===== src/verilog/bro_defs.vh =====
// Constants and timing for the BCD result readout port
// What this block does
// Reader must assert request first; without request no new result is driven.
// On request edge, data is placed, then valid strobe asserts about 30 ms later.
// Reader samples data lines only after valid strobe turns on.
// Single sample: valid strobe drops 40 ms after it rose.
// Single sample: data lines released 16 ms after valid strobe drops.
// While request stays asserted, a new value is output every 64 ms.
// Freeze during changeover yields either the earlier or the later value.
// Freeze during changeover never drives all data lines inactive between values.
// Request and freeze inputs are active low.
// While valid strobe is asserted, digits, sign and overrange change only at a 64 ms refresh.
`ifndef BRO_DEFS_VH
`define BRO_DEFS_VH
// ==========================================
// Timebase
`define BRO_CLK_HZ 125000000
`define BRO_TICK_NS 1000000
`define BRO_CLK_NS 8
`define BRO_TICK_CYC (`BRO_TICK_NS / `BRO_CLK_NS)
// ==========================================
// Timing in milliseconds
`define BRO_SETUP_MS 30
`define BRO_VALID_MS 40
`define BRO_RELEASE_MS 16
`define BRO_PERIOD_MS 64
// ==========================================
// States
`define BRO_ST_IDLE 2'h0
`define BRO_ST_SETUP 2'h1
`define BRO_ST_VALID 2'h2
`define BRO_ST_TAIL 2'h3
`endif


===== src/verilog/bro_port.v =====
// BCD result readout port: request handshake, data hold and valid strobe
`include "bro_defs.vh"
module bro_port #(
  parameter DIGITS = 5,
  parameter TICK_CYC = `BRO_TICK_CYC
) (
  // Clock and reset
  input wire MCLK_I,
  input wire RST_I,
  // Measurement source
  input wire [4*DIGITS-1:0] MEAS_BCD_I,
  input wire MEAS_NEG_I,
  input wire MEAS_OVER_I,
  // Controller side, active low
  input wire REQ_N_I,
  input wire FREEZE_N_I,
  // Result lines
  output wire [4*DIGITS-1:0] BCD_O,
  output wire NEG_O,
  output wire OVER_O,
  output wire VALID_O
);
  wire tick;
  reg [1:0] st_ff;
  reg [1:0] nxt_st;
  reg [6:0] ms_ff;
  reg [6:0] nxt_ms;
  reg req_d_ff;
  reg [4*DIGITS-1:0] bcd_ff;
  reg neg_ff;
  reg over_ff;
  reg drive_ff;
  reg valid_ff;
  reg load;
  reg nxt_drive;
  reg nxt_valid;
  wire req = ~REQ_N_I;
  wire freeze = ~FREEZE_N_I;
  wire req_rise = req & ~req_d_ff;

  bro_tick #(
    .TICK_CYC(TICK_CYC)
  ) u_tick (
    .clk_i(MCLK_I),
    .rst_i(RST_I),
    .tick_o(tick)
  );

  // ==========================================
  // Sequencer
  always @* begin
    nxt_st = st_ff;
    nxt_ms = ms_ff;
    load = 1'b0;
    nxt_drive = drive_ff;
    nxt_valid = valid_ff;
    case (st_ff)
      `BRO_ST_IDLE: begin
        if (req_rise) begin
          nxt_st = `BRO_ST_SETUP;
          nxt_ms = 7'h0;
          load = 1'b1;
          nxt_drive = 1'b1;
        end
      end
      `BRO_ST_SETUP: begin
        if (tick) begin
          nxt_ms = ms_ff + 7'h1;
          if (ms_ff == `BRO_SETUP_MS - 1) begin
            nxt_st = `BRO_ST_VALID;
            nxt_ms = 7'h0;
            nxt_valid = 1'b1;
          end
        end
      end
      `BRO_ST_VALID: begin
        if (tick) begin
          nxt_ms = ms_ff + 7'h1;
          if (req && ms_ff == `BRO_PERIOD_MS - 1) begin
            // Refresh without blanking; freeze keeps the prior value
            nxt_ms = 7'h0;
            load = ~freeze;
          end else if (!req && ms_ff >= `BRO_VALID_MS - 1) begin
            nxt_st = `BRO_ST_TAIL;
            nxt_ms = 7'h0;
            nxt_valid = 1'b0;
          end
        end
      end
      `BRO_ST_TAIL: begin
        if (tick) begin
          nxt_ms = ms_ff + 7'h1;
          if (ms_ff == `BRO_RELEASE_MS - 1) begin
            nxt_st = `BRO_ST_IDLE;
            nxt_drive = 1'b0;
          end
        end
      end
      default: begin
        nxt_st = `BRO_ST_IDLE;
      end
    endcase
  end

  always @(posedge MCLK_I) begin
    if (RST_I) begin
      st_ff <= `BRO_ST_IDLE;
      ms_ff <= 7'h0;
      req_d_ff <= 1'b0;
      bcd_ff <= {4*DIGITS{1'b0}};
      neg_ff <= 1'b0;
      over_ff <= 1'b0;
      drive_ff <= 1'b0;
      valid_ff <= 1'b0;
    end else begin
      st_ff <= nxt_st;
      ms_ff <= nxt_ms;
      req_d_ff <= req;
      drive_ff <= nxt_drive;
      valid_ff <= nxt_valid;
      // Captured only at load points: the request edge and each 64 ms refresh without freeze while strobe is on
      if (load) begin
        bcd_ff <= MEAS_BCD_I;
        neg_ff <= MEAS_NEG_I;
        over_ff <= MEAS_OVER_I;
      end
    end
  end

  // Released lines read as zero
  genvar gi;
  generate
    for (gi = 0; gi < DIGITS; gi = gi + 1) begin : g_dig
      assign BCD_O[4*gi+3:4*gi] = drive_ff ? bcd_ff[4*gi+3:4*gi] : 4'h0;
    end
  endgenerate
  assign NEG_O = drive_ff & neg_ff;
  assign OVER_O = drive_ff & over_ff;
  assign VALID_O = valid_ff;
endmodule // bro_port


===== src/verilog/bro_tick.v =====
// Millisecond tick generator for the BCD readout port
`include "bro_defs.vh"
module bro_tick #(
  parameter TICK_CYC = `BRO_TICK_CYC
) (
  input wire clk_i,
  input wire rst_i,
  output wire tick_o
);
  // Count wide enough for the full-speed 1 ms divider
  localparam [31:0] LAST_FULL = TICK_CYC - 1;
  reg [19:0] cnt_ff;
  wire [19:0] last = LAST_FULL[19:0];
  assign tick_o = (cnt_ff == last);
  always @(posedge clk_i) begin
    if (rst_i) begin
      cnt_ff <= 20'h0;
    end else if (tick_o) begin
      cnt_ff <= 20'h0;
    end else begin
      cnt_ff <= cnt_ff + 20'h1;
    end
  end
endmodule // bro_tick


===== config.mk =====
export PLATFORM = sky130hd
export DESIGN_NAME = bro_port
export DESIGN_NICKNAME = d
export VERILOG_FILES = /design/src/verilog/bro_port.v /design/src/verilog/bro_tick.v
export VERILOG_INCLUDE_DIRS = /design/src /design/src/verilog
export SDC_FILE = /design/constraint.sdc
export NUM_CORES = 1
export LEC_CHECK = 0
export BUFFER_PORTS_ARGS = -buffer_cell sky130_fd_sc_hd__buf_2
export CAP_MARGIN = 20
export CORE_MARGIN = 10
export CORE_UTILIZATION = 35
export CTS_BUF_LIST = sky130_fd_sc_hd__clkbuf_4 sky130_fd_sc_hd__clkbuf_8
export DETAILED_ROUTE_END_ITERATION = 6
export GPL_ROUTABILITY_DRIVEN = 0
export GPL_TIMING_DRIVEN = 0
export HOLD_SLACK_MARGIN = 0.1
export PLACE_DENSITY_LB_ADDON = 0.3
export SETUP_SLACK_MARGIN = 0.4
export SKIP_LAST_GASP = 1
export SLEW_MARGIN = 30
export SYNTH_ARGS = -nofsm -noshare
export SYNTH_HDL_FRONTEND = slang
export SYNTH_SLANG_ARGS = --single-unit

===== constraint.sdc =====
create_clock -name MCLK_I -period 2.5 [get_ports MCLK_I]
set_input_delay 0.25 -clock MCLK_I [delete_from_list [all_inputs] [get_ports MCLK_I]]
set_output_delay 0.25 -clock MCLK_I [all_outputs]
set_load 0.005 [all_outputs]

== Yosys cells after proc, flatten, opt, wreduce, memory -nomap -nowiden ==
Cells that the tools add are included.

* Bits in registers: 54
* Output and inout port bits: 23

* $add $sub $neg: 2
* Order comparisons: 1
* Equality and inequality tests: 15
* Mux-type cells: 36
* Bitwise logic cells: 5
* Reductions and logical operators: 10

{| class="wikitable"
|+ Operators by type and width
! operator !! count
|-
| $mux W7 || 7
|-
| $pmux W7 S4 || 1
|-
| $add A20 B1 Y20 const B || 1
|-
| $eq A20 B17 Y1 const B || 1
|-
| $mux W4 || 5
|-
| $mux W2 || 8
|-
| $ne A2 B2 Y1 const B || 8
|-
| $mux W1 || 11
|-
| $pmux W2 S4 || 1
|-
| $reduce_and A4 Y1 || 2
|-
| $reduce_and A8 Y1 || 1
|-
| $add A7 B1 Y7 const B || 1
|-
| $eq A7 B4 Y1 const B || 1
|-
| $eq A7 B5 Y1 const B || 1
|-
| $eq A7 B6 Y1 const B || 1
|-
| $ge A7 B6 Y1 const B || 1
|-
| $pmux W1 S2 || 3
|-
| $reduce_and A6 Y1 || 1
|-
| $eq A2 B2 Y1 const B || 2
|-
| $reduce_bool A2 Y1 || 2
|-
| $and A1 B1 Y1 || 3
|-
| $eq A2 B1 Y1 const B || 1
|-
| $logic_and A1 B1 Y1 || 2
|-
| $logic_not A2 Y1 || 1
|-
| 2 further kinds || 3
|}

== Depth between registers and ports, before layout ==
* Depth in word-level cells: 6
* Depth in mapped cells: 7
* Mapped depth without buffers: 7

== By module ==
A second synthesis with hierarchy kept.

* Cell total of the unflattened synthesis: 295
* Area, all modules: 2671.3 um^2

{| class="wikitable"
|+ By module, submodules not included
! module !! instances !! cells an instance !! area each (um^2) !! seq. area each (um^2)
|-
| bro_port || 1 || 187 || 1697.9 || 680.7
|-
| bro_tick || 1 || 108 || 973.4 || 400.4
|}

== Worst setup path after synthesis ==
Ideal clock, no wire load.

* Kind: flip-flop to flip-flop
* From: register ms_ff[0]
* To: register st_ff[0]
* Setup time: 0.070 ns
* Data arrival time: 1.790 ns
* Required time: 2.430 ns
* Setup slack: 0.640 ns
* Cell stages (with the launch flop): 7
* Path buffers: 0
* Clock period less this slack: 1.860 ns
* Path through: dfxtp_1 ha_1 nand3_1 o41ai_2 nand2_1 or4_1 a21oi_1

* Word-level cells in the longest chain between the ends: 4
* Elaborated cells on any way between the ends: 11

{| class="wikitable"
|+ RTL lines
! element !! RTL line !! source
|-
| from (decl) || bro_port.v:26 || <nowiki>reg [6:0] ms_ff;</nowiki>
|-
| from (signal assigned) || bro_port.v:117 || <nowiki>ms_ff <= nxt_ms;</nowiki>
|-
| $ge A7 B6 Y1 / $eq A7 B6 Y1 (equally long branches) || bro_port.v:83, bro_port.v:79 ||
|-
| $logic_and A1 B1 Y1, on equally long branches || bro_port.v:83, bro_port.v:79 ||
|-
| $ne A2 B2 Y1 (no source line) || -- ||
|-
| $reduce_and A8 Y1 (no source line) (*) || -- ||
|-
| to (signal assigned) || bro_port.v:107 || <nowiki>st_ff <= `BRO_ST_IDLE;</nowiki>
|-
| to (signal assigned) || bro_port.v:116 || <nowiki>st_ff <= nxt_st;</nowiki>
|-
| to (decl) || bro_port.v:24 || <nowiki>reg [1:0] st_ff;</nowiki>
|}

Every way passes the cells marked *; elsewhere a longest branch is shown, timed or not.
A chain may end at the register's enable or synchronous reset.

== Final worst setup path ==
Same ends and word-level chain as after synthesis.

==> key figures <==
Route
  • Starting DRT DRC Count: 105
  • Final ANT Viol Nets: 0
  • DR vias: 2,357
  • Final WL: 6630 um
  • # DRC: 0
  • DRT Pass-1 Iters: 5
  • WL per Instance: 13.8 um
  • Post-DR vias/cell: between 4 and 5

Power
  • P_leak: 1.42 nW
  • Power Density: 673 nW/um^2
  • Clock share of power: 28.1%
  • Peak VDD IR: 329 uV
  • Switching part of the total power: a little under a third
  • Switching power: 0.674 mW
  • Internal: 1.52 mW
  • Combinational power share: about a quarter
  • Seq pwr share: 45.8%

Setup path
  • Critical path depth: 6
  • Family with the most delay on the worst path: simple AND/OR/NAND/NOR gates
  • Maximum fanout along the worst path: 6
  • Crit path capture type: flop
  • Worst Reg-to-Reg Cells: 6
  • CP Class: flop to flop
  • Crit-path slowest cell: or4_1
  • Slowest Stage Delay on Critical Path: roughly 550 ps
  • Critical path startpoint category: flop
  • CP Data Required Time: ~2800 ps
  • Critical path, cell by cell: ha_4, nand3_2, o41ai_2, nand2_1, or4_1, a21oi_1
  • Worst Path Arrival: 2270 ps
  • Buf/Inv on CP: 0

STA
  • Fin crit share: 80.9%
  • Post-layout min period: 2020 ps
  • Clock Skews: 4.09 ps
  • Fin. max-slew vios: 0
  • Hold WS: 166 ps
  • Worst Max-Slew Pin Slew: between 600 and 700 ps
  • Hold Vio Cnt, Final: 0
  • RSZ-0062 raised after global routing: yes
  • Setup_tns: 0 ps
  • Fmax: 494 MHz
  • Worst relative slew slack: 55.4%
  • Final setup violation count: 0

Floorplanning
  • Die area: between 10,000 and 15,000 um^2
  • IO Pins: 49
  • Chip width: 108 um
  • Die height: 108 um
  • Placeable Area: approximately 7600 um^2
  • Initial core utilization: 35.4%
  • Number of core rows: 32

Clock network
  • # clock sinks: 54
  • Hold_buf cts: 0
  • Deepest clock path buffer count: 2
  • Worst-skew pair later-pin latency: 310 ps
  • Cts bufs inserted: 5
  • Htree depth: 2
  • TritonCTS clock tree: built
  • Clock transition at path regs: roughly 100 ps
  • Root buf cell: clkbuf_8

Global route
  • Vias in the first global route: 2,317
  • Largest net degree at the start of global routing: 16
  • Global-route wire length before repair: 10,700 um
  • GRT Overall Usage: 11.1%
  • Grt total ovfl: 0
  • Initial antenna violation count: 0

Place
  • # port buffers: 48
  • Post-DP HPWL: 4810 um

Synthesis
  • Cell count after synthesis: 320
  • Mean Syn Cell Area: 8.47 um^2
  • Synth unique cells: 50
  • EDFF count, synth: 0
  • Number of synthesis warnings: 0
  • #FFs+latches synth: 54
  • Post-Syn Area: 2710 um^2
  • Ys async rst share: 0%
  • Synth Net Count: 353
  • Top flip-flop cell by instance count after synthesis: dfxtp_1
  • Sequential fraction of the synthesis area: 39.9%

Final layout
  • Nets: 411
  • Share of layout cells above drive strength 1: 20.9%
  • Number of antenna diodes: 0
  • Area delta synth->final: 20.1%

Flow run
  • Maxcap violations: 0

Hold path
  • Min-delay worst type: input port to flop
  • Hold depth: 3

Run status
  • Status: finished clean
-- metal layers --
| layer | global-route usage [%] | wire length [um] | vias to the layer above |
|---|---|---|---|
| li1 | - | - | 1210 |
| met5 | 0 | 0 | - |
| met4 | 4.20 | 85 | 0 |
| met2 | 17.1 | 2920 | 54 |
| met1 | 13.3 | 3120 | 1087 |
| met3 | 4.94 | 515 | 6 |
-- tightest hold or removal path, delay by kind of cell --
family	cells	cell delay (ps)
buffers and inverters	1	100
multiplexers	1	50
AND/OR/NAND/NOR	1	40
-- cells by family after synthesis --
logic type      Yosys count  synth area share [%]
compound gates           36                  9.37
xor+xnor                 18                  5.82
fa+ha+maj                 7                  3.23
buf+inv                  24                  3.55
flops                    54                  39.9
mux                      22                  8.13
simple gates            159                  30.0
-- power groups by stage --
stage	logic [mW]	clock network, mW	registers (mW)
finish	0.572	0.615	1.00
global route	0.636	0.652	1.02
CTS	0.541	0.631	1.00
detailed placement	0.534	0	1.02
global placement	0.529	0	1.02
floorplan	0.388	0	1.01
-- cell usage in the layout, fill, tap and decap left out, types with 2 or more instances in the layout --
cell type	instances
a21oi_1	5
a22oi_1	3
and2_1	22
and3_1	7
and4b_1	2
buf_2	52
buf_4	3
clkbuf_1	8
clkbuf_8	6
dfxtp_1	52
dfxtp_2	2
ha_1	5
inv_1	10
mux2i_1	22
nand2_1	58
nand3_1	12
nand3b_1	2
nand4_1	6
nor2_1	26
nor3_1	2
nor4_1	2
nor4b_2	2
o211ai_1	3
o21ai_0	9
o31ai_1	6
or3_1	2
xnor2_1	4
xor2_1	14
-- layout make-up --
type	instances	area (um^2)
Buffer	14	61.3
Tap cell	102	128
Fill cell	782	4390
Multi-Input combinational cell	242	1570
Clock inverter	1	30.0
Clock buffer	6	82.6
Inverter	10	37.5
Timing Repair Buffer	51	263
Sequential cell	54	1080
-- registers in the layout, indices dropped and copies added, names as in the netlist, 2 cells and up --
name and count:
u_tick.cnt_ff 20, bcd_ff 20, st_ff 2, ms_ff 7
-- metrics by stage --
step           instance area, um^2  power (mW)  setup slack [ps]  instances  utilization, %
2_1_floorplan                 2710        1.39               640        320               -
3_3_place_gp                  3080        1.54               391        470            40.2
3_5_place_dp                  3080        1.55               390        470            40.2
4_1_cts                       3200        2.17               432        478            41.9
5_1_grt                       3260        2.30               345        480            42.6
6_report                      3260        2.19               477        480            42.6
-- synth_stat cells (2+ instances only) --
cell	count	area share, %
o211ai_1	3	0.83
and2_1	22	5.1
nor3_1	2	0.37
buf_2	5	0.92
nor2_1	26	3.6
nand4_1	6	1.4
ha_1	7	3.2
xor2_1	14	4.5
nor4b_1	2	0.65
and3_1	7	1.6
and4b_1	2	0.74
mux2i_1	22	8.1
xnor2_1	4	1.3
o21ai_0	9	1.7
inv_1	10	1.4
or3_1	2	0.46
a22oi_1	3	0.83
nand3_1	13	2.4
a21oi_1	5	0.92
clkbuf_1	8	1.1
o31ai_1	6	1.7
dfxtp_1	54	40
nor4_1	3	0.69
nand2_1	58	8.0
nand3b_1	2	0.55
-- path summary, 6_finish.rpt --
path                 startpoint         end  slack [ps]
setup / recovery       ms_ff[0]    st_ff[0]         480
hold / removal    MEAS_BCD_I[3]   bcd_ff[3]         170
setup reg to reg       ms_ff[0]    st_ff[0]         480
hold reg to reg      bcd_ff[18]  bcd_ff[18]         460
-- timing repair --
action	CTS	global route
pin swaps	1	1
buffers inserted	1	2
setup endpoints to repair	5	41
gates resized for setup	2	8
Power figures use the tool's default switching activity.
